==> src/ata_pkg.sv <==
package ata_pkg;

  localparam int unsigned ATA_ADDR_W = 64;
  localparam int unsigned ATA_MT_W = 8;
  localparam int unsigned ATA_SIZE_W = 6;

  // Attribute carried in unused upper bits of a Translated Address
  localparam int unsigned ATA_ENC_MT_LSB = 52;
  localparam int unsigned ATA_ENC_SH_LSB = 60;
  localparam int unsigned ATA_PA_W = 52;

  localparam logic [1:0] ATA_MODE_OFF = 2'h0;
  localparam logic [1:0] ATA_MODE_DIRECT = 2'h1;
  localparam logic [1:0] ATA_MODE_SPLIT = 2'h2;
  localparam logic [2:0] ATA_CFG_NESTED = 3'h7;
  localparam int unsigned ATA_CFG_S1_BIT = 0;
  localparam int unsigned ATA_CFG_S2_BIT = 1;

  // Fixed upstream attribute: Normal WB, inner shareable
  localparam logic [7:0] ATA_FIXED_IN_MT = 8'hFF;
  localparam logic [1:0] ATA_FIXED_IN_SH = 2'h3;
  localparam logic [7:0] ATA_NOSNOOP_MT = 8'h44;
  localparam logic [3:0] ATA_NC_NIBBLE = 4'h4;
  localparam logic [3:0] ATA_DEV_NIBBLE = 4'h0;
  localparam logic [1:0] ATA_SH_NSH = 2'h0;
  localparam logic [1:0] ATA_SH_OSH = 2'h2;
  localparam logic [1:0] ATA_SH_ISH = 2'h3;

  localparam logic [1:0] ATA_OVR_DATA = 2'h2;
  localparam logic [1:0] ATA_OVR_SET = 2'h3;

  typedef enum logic [1:0] {
    ATA_EVT_NONE      = 2'h0,
    ATA_EVT_S2_FAULT  = 2'h1,
    ATA_EVT_S2_PERM   = 2'h2,
    ATA_EVT_ATS_BLOCK = 2'h3
  } ata_evt_t;

  typedef struct packed {
    logic [7:0] mt;
    logic [1:0] sh;
  } ata_attr_t;

  localparam ata_attr_t ATA_ATTR_RESET = '{mt: 8'h00, sh: 2'h0};

  function automatic logic ata_is_device(input logic [7:0] mt);
    return mt[7:4] == ATA_DEV_NIBBLE;
  endfunction

  function automatic logic [3:0] ata_min4(input logic [3:0] a, input logic [3:0] b);
    return (a < b) ? a : b;
  endfunction

  // Stage combine: device wins, else weaker cacheability, outer wins shareability
  function automatic ata_attr_t ata_combine(input ata_attr_t a, input ata_attr_t b);
    ata_attr_t r;
    if (ata_is_device(a.mt) || ata_is_device(b.mt)) begin
      r.mt = (a.mt < b.mt) ? a.mt : b.mt;
    end else begin
      r.mt = {ata_min4(a.mt[7:4], b.mt[7:4]), ata_min4(a.mt[3:0], b.mt[3:0])};
    end
    if (a.sh == ATA_SH_OSH || b.sh == ATA_SH_OSH) begin
      r.sh = ATA_SH_OSH;
    end else if (a.sh == ATA_SH_ISH || b.sh == ATA_SH_ISH) begin
      r.sh = ATA_SH_ISH;
    end else begin
      r.sh = ATA_SH_NSH;
    end
    return r;
  endfunction

  function automatic logic ata_ovr(input logic [1:0] cfg, input logic in_val);
    return (cfg == ATA_OVR_SET) ? 1'b1 : ((cfg == ATA_OVR_DATA) ? 1'b0 : in_val);
  endfunction

endpackage

==> src/ata_translated_attr.sv <==
// Function
// - No_snoop turns final Normal cacheable output into Normal iNC-oNC-OSH.
// - Device-type final attributes pass the No_snoop downgrade unchanged.
// - No_snoop downgrade applies after stage 2 forced-writeback handling.
// - Every Translation Completion carries N equal to zero.
// - Translated attribute derivation is independent of later No_snoop downgrade.
// - Untranslated input attribute is fixed; output from overrides and descriptors.
// - Translated transactions skip translation except stage 2 in mode 0b10; attributes adjusted per page if supported.
// - Split-stage needs mode 0b10, check enable 1, stage config 0b111.
// - Split-stage completion returns stage 1 intermediate address, not physical.
// - Split-stage encoded attribute yields stage1+stage2 combined result after stage 2.
// - Split-stage flag updates at request walk or at later Translated transaction.
// - Completion permissions combine both stages, limited to those requested.
// - Completion size at most the smaller of both stage sizes.
// - Mode 0b01 Translated goes out as physical with encoded or fixed attribute.
// - Mode 0b10 Translated address goes through stage 2; faults raise events.
// - Mode 0b10 encoded or fixed attribute combines with stage 2 attribute.
// - Instruction and privilege overrides apply before stage 2 for mode 0b10.
// - Privilege affects stage 2 permission only with split-exec capability set.
// - With checking on, Translated traffic is checked against the stream entry.
// - Translated attributes are page-derived or fixed, chosen by a strap.
// - Stage config bit 0 enables stage 1, bit 1 enables stage 2.
`timescale 1ns/1ps
module ata_translated_attr
  import ata_pkg::*;
(
  // Clock and reset
  input  wire logic                  CLK,
  input  wire logic                  RESETN,
  // Global configuration
  input  wire logic                  NO_SNOOP_SUPPORT,
  input  wire logic                  ATS_ATTR_SUPPORT,
  input  wire logic                  TRANSLATED_CHECK_ENABLE,
  input  wire logic                  SPLIT_EXEC_PERM_CAPABILITY,
  input  wire logic                  HTTU_AT_REQUEST,
  // Per-stream configuration
  input  wire logic [1:0]            ATS_MODE_FIELD,
  input  wire logic [2:0]            STAGE_CONFIG,
  input  wire logic [1:0]            INSTRUCTION_OVERRIDE,
  input  wire logic [1:0]            PRIVILEGE_OVERRIDE,
  input  wire logic                  MEMTYPE_OVERRIDE_EN,
  input  wire logic [7:0]            MEMTYPE_OVERRIDE,
  input  wire logic                  SHAREABILITY_OVERRIDE_EN,
  input  wire logic [1:0]            SHAREABILITY_OVERRIDE,
  input  wire logic                  STAGE2_FORCED_WRITEBACK,
  // Incoming transaction
  input  wire logic                  TXN_VALID,
  input  wire logic                  TXN_TRANSLATED,
  input  wire logic [63:0]           TXN_ADDR,
  input  wire logic                  TXN_WRITE,
  input  wire logic                  TXN_INST,
  input  wire logic                  TXN_PRIV,
  input  wire logic                  TXN_NO_SNOOP,
  // Incoming Translation Request
  input  wire logic                  TREQ_VALID,
  input  wire logic                  TREQ_NO_WRITE,
  input  wire logic                  TREQ_EXEC,
  input  wire logic                  TREQ_PRIV,
  output logic                       TREQ_READY,
  // Walk results for the presented address
  input  wire logic [7:0]            S1_MT,
  input  wire logic [1:0]            S1_SH,
  input  wire logic [63:0]           S1_OUT_ADDR,
  input  wire logic [2:0]            S1_PERM,
  input  wire logic [5:0]            S1_SIZE,
  input  wire logic [7:0]            S2_MT,
  input  wire logic [1:0]            S2_SH,
  input  wire logic [63:0]           S2_OUT_ADDR,
  input  wire logic [3:0]            S2_PERM,
  input  wire logic [5:0]            S2_SIZE,
  input  wire logic                  S2_FAULT,
  // Outgoing transaction
  output logic                       OUT_VALID,
  output logic [63:0]                OUT_ADDR,
  output logic [7:0]                 OUT_MT,
  output logic [1:0]                 OUT_SH,
  output logic                       OUT_WRITE,
  output logic                       OUT_INST,
  output logic                       OUT_PRIV,
  // Translation Completion
  output logic                       CPL_VALID,
  output logic [63:0]                CPL_ADDR,
  output logic                       CPL_R,
  output logic                       CPL_W,
  output logic                       CPL_X,
  output logic                       CPL_N,
  output logic [5:0]                 CPL_SIZE,
  // Events and flag updates
  output logic                       EVT_VALID,
  output ata_evt_t                   EVT_CODE,
  output logic                       HTTU_DIRTY
);

  localparam ata_attr_t FIXED_IN = '{mt: ATA_FIXED_IN_MT, sh: ATA_FIXED_IN_SH};

  ata_attr_t  in_attr;
  ata_attr_t  s1_attr;
  ata_attr_t  s2_attr;
  ata_attr_t  enc_attr;
  ata_attr_t  pre_attr;
  ata_attr_t  s2_in;
  ata_attr_t  s2_res;
  ata_attr_t  final_attr;
  ata_attr_t  full_attr;
  logic       s1_en;
  logic       s2_en;
  logic       split_act;
  logic       inst_eff;
  logic       priv_eff;
  logic       s2_perm_ok;
  logic       txn_go;

  logic        out_valid_d, out_valid_q;
  logic [63:0] out_addr_d,  out_addr_q;
  ata_attr_t   out_attr_d,  out_attr_q;
  logic        out_write_d, out_write_q;
  logic        out_inst_d,  out_inst_q;
  logic        out_priv_d,  out_priv_q;
  logic        cpl_valid_d, cpl_valid_q;
  logic [63:0] cpl_addr_d,  cpl_addr_q;
  logic [2:0]  cpl_perm_d,  cpl_perm_q;
  logic [5:0]  cpl_size_d,  cpl_size_q;
  logic        evt_valid_d, evt_valid_q;
  ata_evt_t    evt_code_d,  evt_code_q;
  logic        dirty_d,     dirty_q;
  logic        dirty_q_next_set;

  function automatic logic [63:0] ata_encode(input logic [63:0] a, input ata_attr_t at);
    logic [63:0] r;
    r = a;
    r[ATA_ENC_MT_LSB +: ATA_MT_W] = at.mt;
    r[ATA_ENC_SH_LSB +: 2] = at.sh;
    return r;
  endfunction

  // Stage 2 result, with forced writeback taking the stage 2 attribute
  function automatic ata_attr_t ata_stage2(input ata_attr_t in, input ata_attr_t s2, input logic fwb);
    return fwb ? s2 : ata_combine(in, s2);
  endfunction

  assign TREQ_READY = !TXN_VALID;
  assign txn_go     = TXN_VALID;

  always_comb begin
    s1_en     = STAGE_CONFIG[ATA_CFG_S1_BIT];
    s2_en     = STAGE_CONFIG[ATA_CFG_S2_BIT];
    split_act = (ATS_MODE_FIELD == ATA_MODE_SPLIT) && TRANSLATED_CHECK_ENABLE
                && (STAGE_CONFIG == ATA_CFG_NESTED);
    s1_attr   = '{mt: S1_MT, sh: S1_SH};
    s2_attr   = '{mt: S2_MT, sh: S2_SH};
    // Untranslated: fixed input replaced by stream overrides
    in_attr    = FIXED_IN;
    if (MEMTYPE_OVERRIDE_EN) begin
      in_attr.mt = MEMTYPE_OVERRIDE;
    end
    if (SHAREABILITY_OVERRIDE_EN) begin
      in_attr.sh = SHAREABILITY_OVERRIDE;
    end
    // Page-derived encoding only when the strap allows it, else fixed
    enc_attr = ATS_ATTR_SUPPORT
               ? ata_attr_t'{mt: TXN_ADDR[ATA_ENC_MT_LSB +: ATA_MT_W], sh: TXN_ADDR[ATA_ENC_SH_LSB +: 2]}
               : FIXED_IN;
    pre_attr  = s1_en ? s1_attr : in_attr;
    full_attr = s2_en ? ata_stage2(pre_attr, s2_attr, STAGE2_FORCED_WRITEBACK) : pre_attr;
  end

  // Stage 2 input and permission check for translated traffic
  always_comb begin
    s2_in    = enc_attr;
    s2_res   = ata_stage2(s2_in, s2_attr, STAGE2_FORCED_WRITEBACK);
    inst_eff = ata_ovr(INSTRUCTION_OVERRIDE, TXN_INST);
    priv_eff = ata_ovr(PRIVILEGE_OVERRIDE, TXN_PRIV);
    if (TXN_WRITE) begin
      s2_perm_ok = S2_PERM[1];
    end else if (inst_eff) begin
      // Privileged execute column only exists with the split capability
      s2_perm_ok = (SPLIT_EXEC_PERM_CAPABILITY && priv_eff) ? S2_PERM[3] : S2_PERM[2];
    end else begin
      s2_perm_ok = S2_PERM[0];
    end
  end

  // Transaction path
  always_comb begin
    out_valid_d = 1'b0;
    out_addr_d  = out_addr_q;
    out_attr_d  = out_attr_q;
    out_write_d = out_write_q;
    out_inst_d  = out_inst_q;
    out_priv_d  = out_priv_q;
    evt_valid_d = 1'b0;
    evt_code_d  = evt_code_q;
    final_attr  = full_attr;
    dirty_d     = 1'b0;
    if (txn_go) begin
      out_valid_d = 1'b1;
      out_write_d = TXN_WRITE;
      out_inst_d  = TXN_INST;
      out_priv_d  = TXN_PRIV;
      out_addr_d  = S2_OUT_ADDR;
      if (!TXN_TRANSLATED) begin
        out_addr_d = s2_en ? S2_OUT_ADDR : (s1_en ? S1_OUT_ADDR : TXN_ADDR);
        out_inst_d = ata_ovr(INSTRUCTION_OVERRIDE, TXN_INST);
        out_priv_d = ata_ovr(PRIVILEGE_OVERRIDE, TXN_PRIV);
        final_attr = full_attr;
        if (s2_en && S2_FAULT) begin
          out_valid_d = 1'b0;
          evt_valid_d = 1'b1;
          evt_code_d  = ATA_EVT_S2_FAULT;
        end
      end else if (!TRANSLATED_CHECK_ENABLE || ATS_MODE_FIELD == ATA_MODE_DIRECT) begin
        out_addr_d = {{(ATA_ADDR_W - ATA_PA_W){1'b0}}, TXN_ADDR[ATA_PA_W-1:0]};
        final_attr = enc_attr;
      end else if (ATS_MODE_FIELD == ATA_MODE_SPLIT) begin
        out_inst_d = inst_eff;
        out_priv_d = priv_eff;
        final_attr = s2_res;
        if (S2_FAULT || !s2_perm_ok) begin
          out_valid_d = 1'b0;
          evt_valid_d = 1'b1;
          evt_code_d  = S2_FAULT ? ATA_EVT_S2_FAULT : ATA_EVT_S2_PERM;
        end else if (TXN_WRITE && !HTTU_AT_REQUEST) begin
          dirty_d = 1'b1;
        end
      end else begin
        // Checked stream with ATS disabled refuses translated traffic
        out_valid_d = 1'b0;
        evt_valid_d = 1'b1;
        evt_code_d  = ATA_EVT_ATS_BLOCK;
      end
      // Downgrade last, after forced writeback and attribute derivation
      if (NO_SNOOP_SUPPORT && TXN_NO_SNOOP && !ata_is_device(final_attr.mt)) begin
        final_attr = '{mt: ATA_NOSNOOP_MT, sh: ATA_SH_OSH};
      end
      out_attr_d = final_attr;
    end
  end

  // Translation Completion path
  always_comb begin
    cpl_valid_d = 1'b0;
    cpl_addr_d  = cpl_addr_q;
    cpl_perm_d  = cpl_perm_q;
    cpl_size_d  = cpl_size_q;
    if (TREQ_VALID && !txn_go) begin
      cpl_valid_d   = 1'b1;
      cpl_perm_d[0] = S1_PERM[0] && (!s2_en || S2_PERM[0]);
      cpl_perm_d[1] = !TREQ_NO_WRITE && S1_PERM[1] && (!s2_en || S2_PERM[1]);
      cpl_perm_d[2] = TREQ_EXEC && S1_PERM[2] && (!s2_en || S2_PERM[2]);
      if (!(s1_en && s2_en)) begin
        cpl_size_d = s2_en ? S2_SIZE : S1_SIZE;
      end else begin
        cpl_size_d = (S1_SIZE < S2_SIZE) ? S1_SIZE : S2_SIZE;
      end
      if (split_act) begin
        // Encoded stage 1 attribute is combined again at stage 2 later
        cpl_addr_d = ata_encode(S1_OUT_ADDR, s1_attr);
      end else begin
        cpl_addr_d = ata_encode(s2_en ? S2_OUT_ADDR : S1_OUT_ADDR, full_attr);
      end
      if (s2_en && S2_FAULT) begin
        cpl_perm_d = 3'h0;
      end
    end
  end

  always_comb begin
    if (TREQ_VALID && !txn_go && split_act && HTTU_AT_REQUEST && cpl_perm_d[1]) begin
      dirty_q_next_set = 1'b1;
    end else begin
      dirty_q_next_set = 1'b0;
    end
  end

  always_ff @(posedge CLK) begin
    if (!RESETN) begin
      out_valid_q <= 1'b0;
      out_addr_q  <= '0;
      out_attr_q  <= ATA_ATTR_RESET;
      out_write_q <= 1'b0;
      out_inst_q  <= 1'b0;
      out_priv_q  <= 1'b0;
      cpl_valid_q <= 1'b0;
      cpl_addr_q  <= '0;
      cpl_perm_q  <= 3'h0;
      cpl_size_q  <= '0;
      evt_valid_q <= 1'b0;
      evt_code_q  <= ATA_EVT_NONE;
      dirty_q     <= 1'b0;
    end else begin
      out_valid_q <= out_valid_d;
      out_addr_q  <= out_addr_d;
      out_attr_q  <= out_attr_d;
      out_write_q <= out_write_d;
      out_inst_q  <= out_inst_d;
      out_priv_q  <= out_priv_d;
      cpl_valid_q <= cpl_valid_d;
      cpl_addr_q  <= cpl_addr_d;
      cpl_perm_q  <= cpl_perm_d;
      cpl_size_q  <= cpl_size_d;
      evt_valid_q <= evt_valid_d;
      evt_code_q  <= evt_code_d;
      dirty_q     <= dirty_d || dirty_q_next_set;
    end
  end

  assign OUT_VALID  = out_valid_q;
  assign OUT_ADDR   = out_addr_q;
  assign OUT_MT     = out_attr_q.mt;
  assign OUT_SH     = out_attr_q.sh;
  assign OUT_WRITE  = out_write_q;
  assign OUT_INST   = out_inst_q;
  assign OUT_PRIV   = out_priv_q;
  assign CPL_VALID  = cpl_valid_q;
  assign CPL_ADDR   = cpl_addr_q;
  assign CPL_R      = cpl_perm_q[0];
  assign CPL_W      = cpl_perm_q[1];
  assign CPL_X      = cpl_perm_q[2];
  assign CPL_N      = 1'b0;
  assign CPL_SIZE   = cpl_size_q;
  assign EVT_VALID  = evt_valid_q;
  assign EVT_CODE   = evt_code_q;
  assign HTTU_DIRTY = dirty_q;

endmodule

==> config.mk <==
export PLATFORM = sky130hd
export DESIGN_NAME = ata_translated_attr
export DESIGN_NICKNAME = d
export VERILOG_FILES = /design/src/ata_pkg.sv /design/src/ata_translated_attr.sv
export SDC_FILE = /design/constraint.sdc
export NUM_CORES = 1
export LEC_CHECK = 0
export BUFFER_PORTS_ARGS = -buffer_cell sky130_fd_sc_hd__buf_2
export CELL_PAD_IN_SITES_DETAIL_PLACEMENT = 0
export CELL_PAD_IN_SITES_GLOBAL_PLACEMENT = 1
export CORE_MARGIN = 2
export CORE_UTILIZATION = 29
export DETAILED_ROUTE_END_ITERATION = 7
export MAX_ROUTING_LAYER = met4
export PLACE_DENSITY_LB_ADDON = 0.08
export RECOVER_POWER = 100
export SLEW_MARGIN = 20
export SYNTH_ARGS = -nofsm -noshare
export SYNTH_HDL_FRONTEND = slang
export SYNTH_SLANG_ARGS = --single-unit
==> constraint.sdc <==
create_clock -name CLK -period 3.5 [get_ports CLK]
set_input_delay 0.35 -clock CLK [delete_from_list [all_inputs] [get_ports CLK]]
set_output_delay 0.35 -clock CLK [all_outputs]
set_load 0.005 [all_outputs]
==> summary.md, run 1 <==
| Metric | Value |
|---|---|
| Total GRT Usage | 26.6% |
| Number of antenna violations at the first check in global routing | 9 |
| Final setup viols | 0 |
| Wire per inst | roughly 21 microns |
| Drt initial violations | 745 |
| Synthesized Nets | 1,469 |
| Total congestion overflow | 0 |
| Clock Latency Late Sink | between 0.4 and 0.5 ns |
| HPWL Detailed | 30,800 microns |
| Fmax | 0.311 GHz |
| Area contributors post-synth | dfxtp_1, nand2_1, nor2_1 |
| Crit Path Class | in -> reg |
| Outcome | complete, but fails checks |
| Yosys warns | 0 |
| Worst reg2reg path endpoint | OUT_SH[0]$_SDFFE_PN0P_ |
| Ports | roughly 430 |
| Chip height | 178 microns |
| CTS tree | done |
| Via count | 10,500 |
| Worst EP arrival | 3.52 ns |
| Slew at the pin closest to its max-slew limit | 1.99 ns |
| Worst hold path depth | 3 |
| Initial DRT Pass Iterations | 5 |
| Worst slack at placement | -0.0760 ns |
| Most repeated cell in the gate-level netlist after synthesis | nand2_1 |
| CTS Buffer Depth | 2 |
| Cts hold-fix bufs | 0 |
| Peak supply drop | 0.000325 V |
| Die W | 178 microns |
| Post-CTS setup buffer count | 0 |
| Startpoint types | input pin |
| Core Region | between 20,000 and 30,000 sq um |
| Power Dens Cells | 424 nW/um^2 |
| Die area | 31,800 sq um |
| Critical path's top delay family | compound AO/OA/AOI/OAI gates |
| Yosys top cell by area | dfxtp_1 |
| Levels on crit path | 15 |
| Highest cell delay on the worst timing path | 0.48 ns |
| Clk sinks | 156 |
| Crit share post-route | 91.8% |
| R2R Setup Slk | 2.56 ns |
| Seq cells post-synth | 156 |
| Initial Utilization | 29.6% |
| Total CTS buffers | 17 |
| Mapped Cells | 1,174 |
| Critical-path cell list | buf_2, nand2b_1, clkbuf_4, o22a_1, ha_1, a211oi_1, o21ai_0, o211a_2, or4_1, a211oi_1, a311oi_1, buf_4, o41ai_1, buf_4, a31oi_1 |
| Port Buffers | roughly 430 |
| Largest net degree at the start of global routing | 99 |
| Post-synthesis async set-or-reset flop share | 0% |
| Share of layout cells above drive strength 1 | 25.9% |
| Worst hold start | S1_PERM[2] |
| Synth Cell Area | 8810 sq um |
| DR DRC count | 0 |
| Sequential-to-total area share from yosys stat | 35.5% |
| R2r worst-path depth | 2 |
| Cell variety after synth | between 70 and 80 |
| Drt via density | 5.31 |
| Final worst slack | approximately 0.29 ns |
| Worst R2R Start | OUT_SH[0]$_SDFFE_PN0P_ |
| CP bufs+invs | 4 |
| Site row count | 63 |
| Root Buffer | clkbuf_16 |
| WP data required | about 3.8 ns |
| # resized after CTS | 0 |
| Number of synthesized flops with an enable pin | 0 |
| Crit. End Element | flop |
| Hold Vio Cnt, Final | 0 |
| Via count of the first global-routing pass | 10,100 |
| Max-Cap Viols | 2 |
| Total length of routed wires | 42,400 microns |
| Pins Over Slew Limit | 141 |
| Layout net count | 1,860 |
| Clock Skews | 0 ns |
| Critical path's slowest cell | or4_1 |
| Hold EP | cpl_perm_q[2]$_SDFFE_PN0P_ |
| Top cells by count, synth | nand2_1, dfxtp_1, nor2_1, clkbuf_1, o21ai_0 |
| Gp weighted congestion | 0.941 |
| Final ANT Viol Nets | 0 |
| Worst-path maximum fanout | 4 |
| Clk slew on worst S/H paths | 0.08 ns |
| Fin crit period | 3.21 ns |
| RSZ-0062 raised after global routing | no |
| Syn_area_per_cell | 7.50 sq um |
| Lkg Pwr | between 5 and 6 nW |
| Fin util | 39.9% |
| Layout Area Growth over Synthesis | 35.0% |
| First-pass GRT wire length | around 62,000 microns |
| Hold Crit Class | in -> reg |
| Slew HR | -32.9% |
| Post-synth top area share | 35.5% |
| Total power | 5.04 mW |
| Main synth FF type | dfxtp_1 |
| Failing checks | capacitance limit, slew limit |
| CTS H-tree depth | 4 |
| Setup tns final | 0 ns |
## cell type report
cell class / count / area [sq um]
clock inverter: 15 / 169
inverter: 33 / 125
clock buffer: 17 / 425
sequential: 156 / 3120
antenna: 10 / 25.0
tap: 390 / 488
multi-input combinational: 884 / 5170
fill: 3319 / 17900
timing repair buffer: 473 / 2360
## where the power goes
part	switching (mW)	total, mW	internal, mW
sequential	0.0643	1.97	1.90
clock	0.975	1.94	0.965
combinational	0.669	1.13	0.461
total	1.71	5.04	3.33
## placed cells by master, fill, tap and decap left out, types with 5 or more instances in the layout
master | Yosys | routed
buf_4 | 1 | 36
o211ai_1 | 12 | 12
a211oi_1 | 25 | 25
inv_8 | 0 | 5
clkbuf_16 | 0 | 17
nor3_1 | 6 | 6
inv_1 | 31 | 30
o22a_1 | 5 | 5
nor2_1 | 154 | 154
nand2_1 | 214 | 214
o21ai_0 | 81 | 81
nand2b_1 | 15 | 15
a311oi_1 | 62 | 63
mux2_2 | 13 | 13
a22oi_1 | 18 | 18
ha_1 | 24 | 24
diode_2 | 0 | 10
a31oi_1 | 7 | 7
clkbuf_1 | 82 | 130
nor2b_1 | 9 | 8
a221oi_1 | 53 | 55
dfxtp_1 | 156 | 156
buf_2 | 1 | 296
o21a_1 | 5 | 5
nand3_1 | 64 | 64
a21o_1 | 8 | 7
a21oi_1 | 35 | 35
## worst reg2reg max path, stage by stage (launching register included)
cell and delay [ns]:
dfxtp_1 0.34, a222oi_1 0.34, a311oi_1 0.08
## worst max-delay path by stage
stage | start | endpoint | slack, ns
after floorplan | STAGE_CONFIG[0] | OUT_MT[1]$_SDFFE_PN0P_ | 0.004
after CTS | STAGE_CONFIG[0] | OUT_MT[2]$_SDFFE_PN0P_ | 0.35
after global routing | STAGE_CONFIG[0] | OUT_MT[2]$_SDFFE_PN0P_ | 0.08
final | STAGE_CONFIG[0] | OUT_MT[2]$_SDFFE_PN0P_ | 0.29
after detailed placement | STAGE_CONFIG[0] | OUT_MT[2]$_SDFFE_PN0P_ | -0.08
after global placement | STAGE_CONFIG[0] | OUT_MT[2]$_SDFFE_PN0P_ | -0.13
## metrics by stage
step	std cells	hold slack [ns]	instance area, sq um
CTS	1968	0.145	12100
global route	1977	0.168	11900
detailed placement	1936	0.441	11500
global placement	1936	0.439	11500
floorplan	1174	0.448	8810
finish	1978	0.163	11900
## flip-flops by register name, summed over array words and instances (netlist names)
name and count:
CPL_ADDR 64, OUT_WRITE 1, OUT_PRIV 1, OUT_INST 1, OUT_MT 8, OUT_SH 2
EVT_VALID 1, cpl_perm_q 3, CPL_VALID 1, CPL_SIZE 6, OUT_ADDR 64, EVT_CODE 2
OUT_VALID 1, HTTU_DIRTY 1
## logic make-up after synthesis
| logic type | share of synthesized area (%) |
|---|---|
| fa+ha+maj | 3.41 |
| mux | 1.89 |
| flops | 35.5 |
| buf+inv | 5.77 |
| compound gates | 29.4 |
| simple gates | 24.0 |
| other cells | 0.0426 |
## layer usage
layer  part of all wire [%]  vias to the layer above  GRT usage [%]
li1                       -                     5088              -
met4                    2.2                        0           6.88
met2                     45                      433           41.4
met3                    9.0                       44           6.65
met5                      0                        -              -
met1                     44                     4941           34.5
No activity file was read; power rests on OpenSTA's default activity.
==> inputs of run 2 (changes only) <==
Settings changed: ABC_AREA from default to 1, CORE_UTILIZATION 29 to 30.
==> summary.md, run 2 <==
| Metric | Value |
|---|---|
| Via count | around 12,000 |
| CTS Buffer Depth | 2 |
| Core Region | between 30,000 and 40,000 sq um |
| Clock Latency Late Sink | 0.44 ns |
| Met3 usage | 6.93% |
| Initial DRT Pass Iterations | 6 |
| RSZ-0062 raised after global routing | no |
| DR DRC count | 0 |
| Worst reg2reg path endpoint | OUT_MT[5]$_SDFFE_PN0P_ |
| Layout net count | about 2,200 |
| Post-synth top area share | 31.4% |
| Clock Power Share | 38.6% |
| Layout Area Growth over Synthesis | 29.6% |
| WP data required | ~3.8 ns |
| Chip height | 186 microns |
| Wire per inst | 20.3 microns |
| R2R Setup Slk | 2.79 ns |
| Die W | 186 microns |
| Compound-Gate Fraction of Synth Area | 34.2% |
| Sequential power share | 37.6% |
| Gp weighted congestion | 0.828 |
| Clock Skews | 0 ns |
| Commonest non-fill, non-tap cells in the layout | nand2_1, buf_2, a21oi_1, o21ai_0, dfxtp_1 |
| Crit. End Element | flop |
| Critical-path cell list | buf_4, inv_1, nand2_1, clkbuf_1, nor4_1, a21oi_1, nor2_1 |
| Hold EP | OUT_ADDR[36]$_SDFFE_PN0P_ |
| Post-synthesis async set-or-reset flop share | 0% |
| Met1 global-route usage | 33.2% |
| Ports | approximately 430 |
| Worst R2R Start | OUT_MT[5]$_SDFFE_PN0P_ |
| Hold Crit Class | in -> reg |
| Post-CTS setup buffer count | 0 |
| Most common cell after layout, fill and taps aside | nand2_1 |
| Seq cells post-synth | approximately 160 |
| Via count of the first global-routing pass | 11,700 |
| Largest net degree at the start of global routing | ~130 |
| Clk sinks | 156 |
| Pins Over Slew Limit | 165 |
| Yosys warns | 0 |
| Worst hold path depth | 3 |
| Share of layout cells above drive strength 1 | around 22% |
| Lkg Pwr | 5.66 nW |
| Largest family of logic cells by synthesized area | compound AO/OA/AOI/OAI gates |
| Main synth FF type | dfxtp_1 |
| Yosys top cell by area | dfxtp_1 |
| Cts hold-fix bufs | 0 |
| Port Buffers | around 430 |
| Synthesized Nets | 1,804 |
| Total CTS buffers | 17 |
| Clk slew on worst S/H paths | approximately 0.07 ns |
| Most repeated cell in the gate-level netlist after synthesis | nand2_1 |
| Number of antenna violations at the first check in global routing | 14 |
| Sequential-to-total area share from yosys stat | 31.4% |
| Fmax | 0.315 GHz |
| Cell variety after synth | between 40 and 50 |
| Startpoint types | input pin |
| Worst-path maximum fanout | 49 |
| Met2 global-route usage | between 40% and 50% |
| Total congestion overflow | 0 |
| Slew HR | -96.5% |
| Failing checks | capacitance limit, slew limit |
| Fin crit period | 3.18 ns |
| Slew at the pin closest to its max-slew limit | slightly below 3 ns |
| Site row count | 66 |
| Max-Cap Viols | 3 |
| Drt via density | 5.23 |
| Area contributors post-synth | dfxtp_1, nand2_1, a21oi_1 |
| Fin util | 39.6% |
| Mapped Cells | 1,509 |
| CTS H-tree depth | 4 |
| Hold Vio Cnt, Final | 0 |
| Highest cell delay on the worst timing path | 2.12 ns |
| Syn_area_per_cell | 6.60 sq um |
| Final setup viols | 0 |
| Setup tns final | 0 ns |
| Int Pwr | 3.56 mW |
| Die area | 34,700 sq um |
| Final ANT Viol Nets | 0 |
| Crit share post-route | 90.7% |
| CTS tree | done |
| Drt initial violations | ~760 |
| Post-synthesis mux area share | 0.101% |
| R2r worst-path depth | 2 |
| Post-Synth Simple-Gate Area | 23.2% |
| Synth Cell Area | approximately 10000 sq um |
| Comb pwr share | 23.8% |
| Power Dens Cells | about 400 nW/um^2 |
| Critical path's slowest cell | clkbuf_1 |
| Number of synthesized flops with an enable pin | 0 |
| Worst hold start | TXN_ADDR[36] |
| Top cells by count, synth | nand2_1, a21oi_1, o21ai_0, dfxtp_1, clkbuf_1 |
| GRT busiest layer | met2 |
| Peak supply drop | 0.000343 V |
| Crit Path Class | in -> reg |
| Post-synthesis xor/xnor area fraction | 0% |
| Post-Synth Adder-Cell Area | 3.02% |
| Switching portion of total power | around a third |
| First-pass GRT wire length | 70,000 microns |
| Psw | 1.66 mW |
| HPWL Detailed | 33,000 microns |
| Worst EP arrival | 3.47 ns |
| Total GRT Usage | 27.4% |
| # resized after CTS | 0 |
| Outcome | complete, but fails checks |
| Total length of routed wires | 47,600 microns |
| Root Buffer | clkbuf_16 |
| Initial Utilization | about 30% |
-- run 2: area by class of cell --
type,instances,area [sq um]
inverters,95,364
well taps,442,553
repair buffers,459,2210
diodes,17,42.5
flip-flops and latches,156,3120
clock inverters,8,144
fillers,3694,19700
multi-input cells,1145,6020
clock buffers,21,450
-- run 2: worst max-delay path by stage --
| stage | cells past startpoint | startpoint | end |
|---|---|---|---|
| 2_1_floorplan | 22 | STAGE_CONFIG[0] | OUT_SH[0]$_SDFFE_PN0P_ |
| 3_3_place_gp | 23 | STAGE_CONFIG[0] | OUT_MT[5]$_SDFFE_PN0P_ |
| 4_1_cts | 23 | STAGE_CONFIG[0] | OUT_MT[7]$_SDFFE_PN0P_ |
| 3_5_place_dp | 23 | STAGE_CONFIG[0] | OUT_MT[7]$_SDFFE_PN0P_ |
| 5_1_grt | 10 | STAGE_CONFIG[1] | CPL_ADDR[39]$_SDFFE_PN0P_ |
| 6_report | 7 | TXN_VALID | cpl_perm_q[1]$_SDFF_PN0_ |
-- run 2: metrics by stage --
step	instance area (sq um)	worst slack (ns)	total power [mW]	hold slack, ns	instances
finish	12900	0.325	5.22	0.171	2343
global route	12900	0.109	5.50	0.154	2340
CTS	13100	0.665	5.30	0.147	2326
detailed placement	12500	0.204	3.28	0.456	2297
global placement	12500	0.255	3.27	0.447	2297
floorplan	9960	0.726	2.67	0.458	1509
-- run 2: logic make-up (layout without fill, tap and decap cells) --
kind of cell | after synthesis | count (layout)
other cells | 1 | 18
simple gates | 531 | 531
fa+ha+maj | 24 | 24
buf+inv | 208 | 583
mux | 1 | 1
compound gates | 588 | 588
flops | 156 | 156
-- run 2: power groups by stage --
| stage | Combinational, mW | Sequential [mW] | Clock [mW] |
|---|---|---|---|
| 6_report | 1.24 | 1.96 | 2.01 |
| 3_3_place_gp | 1.28 | 2.00 | 0 |
| 2_1_floorplan | 0.657 | 2.01 | 0 |
| 5_1_grt | 1.39 | 1.98 | 2.13 |
| 4_1_cts | 1.29 | 1.96 | 2.05 |
| 3_5_place_dp | 1.28 | 2.00 | 0 |
-- run 2: worst max-delay path: cells and delay by family --
family | cells | cell delay [ns]
AO/OA/AOI/OAI | 1 | 0.25
AND/OR/NAND/NOR | 3 | 0.43
buffers and inverters | 3 | 2.42
-- run 2: layer usage --
| layer | vias up | part of all wire (%) |
|---|---|---|
| met5 | - | 0 |
| met3 | 53 | 8.4 |
| met1 | 5713 | 42 |
| li1 | 5996 | - |
| met2 | 487 | 47 |
| met4 | 0 | 2.8 |
==> inputs of run 3 (changes only) <==
Settings changed: RECOVER_POWER 100 to 25.
==> summary.md, run 3 (synthesized netlist as in run 2, its figures left out) <==
| Metric | Value |
|---|---|
| Outcome | complete, but fails checks |
| Failing checks | capacitance limit, slew limit |
| CTS Buffer Depth | 2 |
| Gp weighted congestion | 0.828 |
| Comb pwr share | about 24% |
| Drt via density | about 5.2 |
| DP Cell Count | 2,297 |
| WP data required | ~3.2 ns |
| Layout Area Growth over Synthesis | 31.6% |
| Max-Cap Viols | 2 |
| Fmax | between 0.3 and 0.4 GHz |
| Startpoint types | input pin |
| Critical-path cell list | buf_4, inv_2, clkbuf_1, buf_2 |
| First-pass GRT wire length | around 70,000 microns |
| Total power | 5.25 mW |
| Layout net count | around 2,200 |
| Number of antenna violations at the first check in global routing | 14 |
| Wire per inst | just over 20 microns |
| Crit. End Element | primary output |
| RSZ-0062 raised after global routing | no |
| Sequential power share | between 30% and 40% |
| Area after DPL | roughly 13,000 sq um |
| Total congestion overflow | 0 |
| Clk sinks | 156 |
| Die W | 186 microns |
| Most common cell after layout, fill and taps aside | buf_2 |
| Core Region | between 30,000 and 40,000 sq um |
| Setup tns final | 0 ns |
| Fin crit period | 3.19 ns |
| Worst-path maximum fanout | 43 |
| Site row count | 66 |
| CTS H-tree depth | 4 |
| Total length of routed wires | between 40,000 and 50,000 microns |
| Chip height | 186 microns |
| Share of layout cells above drive strength 1 | 27.2% |
| Crit share post-route | roughly 90% |
| Crit Path Class | in -> out |
| Critical path's slowest cell | clkbuf_1 |
| Post-route cell area | 13,100 sq um |
| Commonest non-fill, non-tap cells in the layout | buf_2, nand2_1, a21oi_1, o21ai_0, dfxtp_1 |
| Largest net degree at the start of global routing | between 100 and 150 |
| Clock Power Share | 38.4% |
| Hold Vio Cnt, Final | 0 |
| # resized after CTS | 0 |
| DR DRC count | 0 |
| Slew HR | -98.2% |
| Hold Crit Class | in -> reg |
| CTS tree | done |
| Clock Skews | 0 ns |
| Fin util | 40.2% |
| Power Dens Cells | 401 nW/um^2 |
| Int Pwr | 3.58 mW |
| Initial DRT Pass Iterations | 5 |
| Switching portion of total power | 31.7% |
| HPWL Detailed | roughly 33,000 microns |
| Lkg Pwr | 5.98 nW |
| Final cell count without fillers | 2,344 |
| Clk slew on worst S/H paths | 0.07 ns |
| Die area | ~35,000 sq um |
| Final ANT Viol Nets | 0 |
| Peak supply drop | 0.000345 V |
| Total GRT Usage | a little over a quarter |
| Cts hold-fix bufs | 0 |
| Highest cell delay on the worst timing path | 1.83 ns |
| Final setup viols | 0 |
| Root Buffer | clkbuf_16 |
| Ports | 429 |
| Port Buffers | 426 |
| Pins Over Slew Limit | between 90 and 100 |
| Via count | approximately 12,000 |
| Post-CTS setup buffer count | 0 |
| Via count of the first global-routing pass | about 12,000 |
| Slew at the pin closest to its max-slew limit | 2.97 ns |
| Initial Utilization | 30.5% |
| Clock Latency Late Sink | 0.44 ns |
| Worst EP arrival | 2.84 ns |
| Total CTS buffers | 17 |
| Drt initial violations | 811 |
| Psw | 1.67 mW |
run 3: power groups by stage:
stage	logic [mW]	clock network [mW]	registers [mW]
after floorplan	0.657	0	2.01
after global placement	1.28	0	2.00
after detailed placement	1.28	0	2.00
after CTS	1.29	2.05	1.96
after global routing	1.42	2.13	1.98
final	1.27	2.02	1.96
run 3: stage by stage:
stage / setup slack (ns) / hold slack, ns
floorplan: 0.726 / 0.458
global placement: 0.255 / 0.447
detailed placement: 0.204 / 0.456
CTS: 0.665 / 0.147
global route: 0.213 / 0.153
finish: 0.309 / 0.169
run 3: final timing paths:
check | from | end | slack, ns | cells past startpoint
max reg2reg | CPL_ADDR[59]$_SDFFE_PN0P_ | CPL_ADDR[59]$_SDFFE_PN0P_ | 2.79 | 2
min | TXN_ADDR[36] | OUT_ADDR[36]$_SDFFE_PN0P_ | 0.17 | 3
max | TXN_VALID | TREQ_READY | 0.31 | 4
min reg2reg | EVT_CODE[1]$_SDFFE_PN0P_ | EVT_CODE[1]$_SDFFE_PN0P_ | 0.46 | 2
run 3: worst max-delay path: cells and delay by family:
family / cells / cell delay (ns)
buf+inv: 4 / 2.48
run 3: routing by layer:
metal,up-vias,track usage [%],wire length (microns)
met5,-,-,0
met4,0,8.54,1230
met3,52,6.93,4020
met2,491,44.7,22400
met1,5693,33.2,19900
li1,6000,-,-
run 3: area by class of cell:
type / count / area [sq um]
Antenna cell: 18 / 45.0
Clock buffer: 21 / 450
Clock inverter: 8 / 144
Fill cell: 3656 / 19500
Inverter: 95 / 364
Multi-Input combinational cell: 1145 / 6070
Sequential cell: 156 / 3120
Tap cell: 442 / 553
Timing Repair Buffer: 459 / 2350
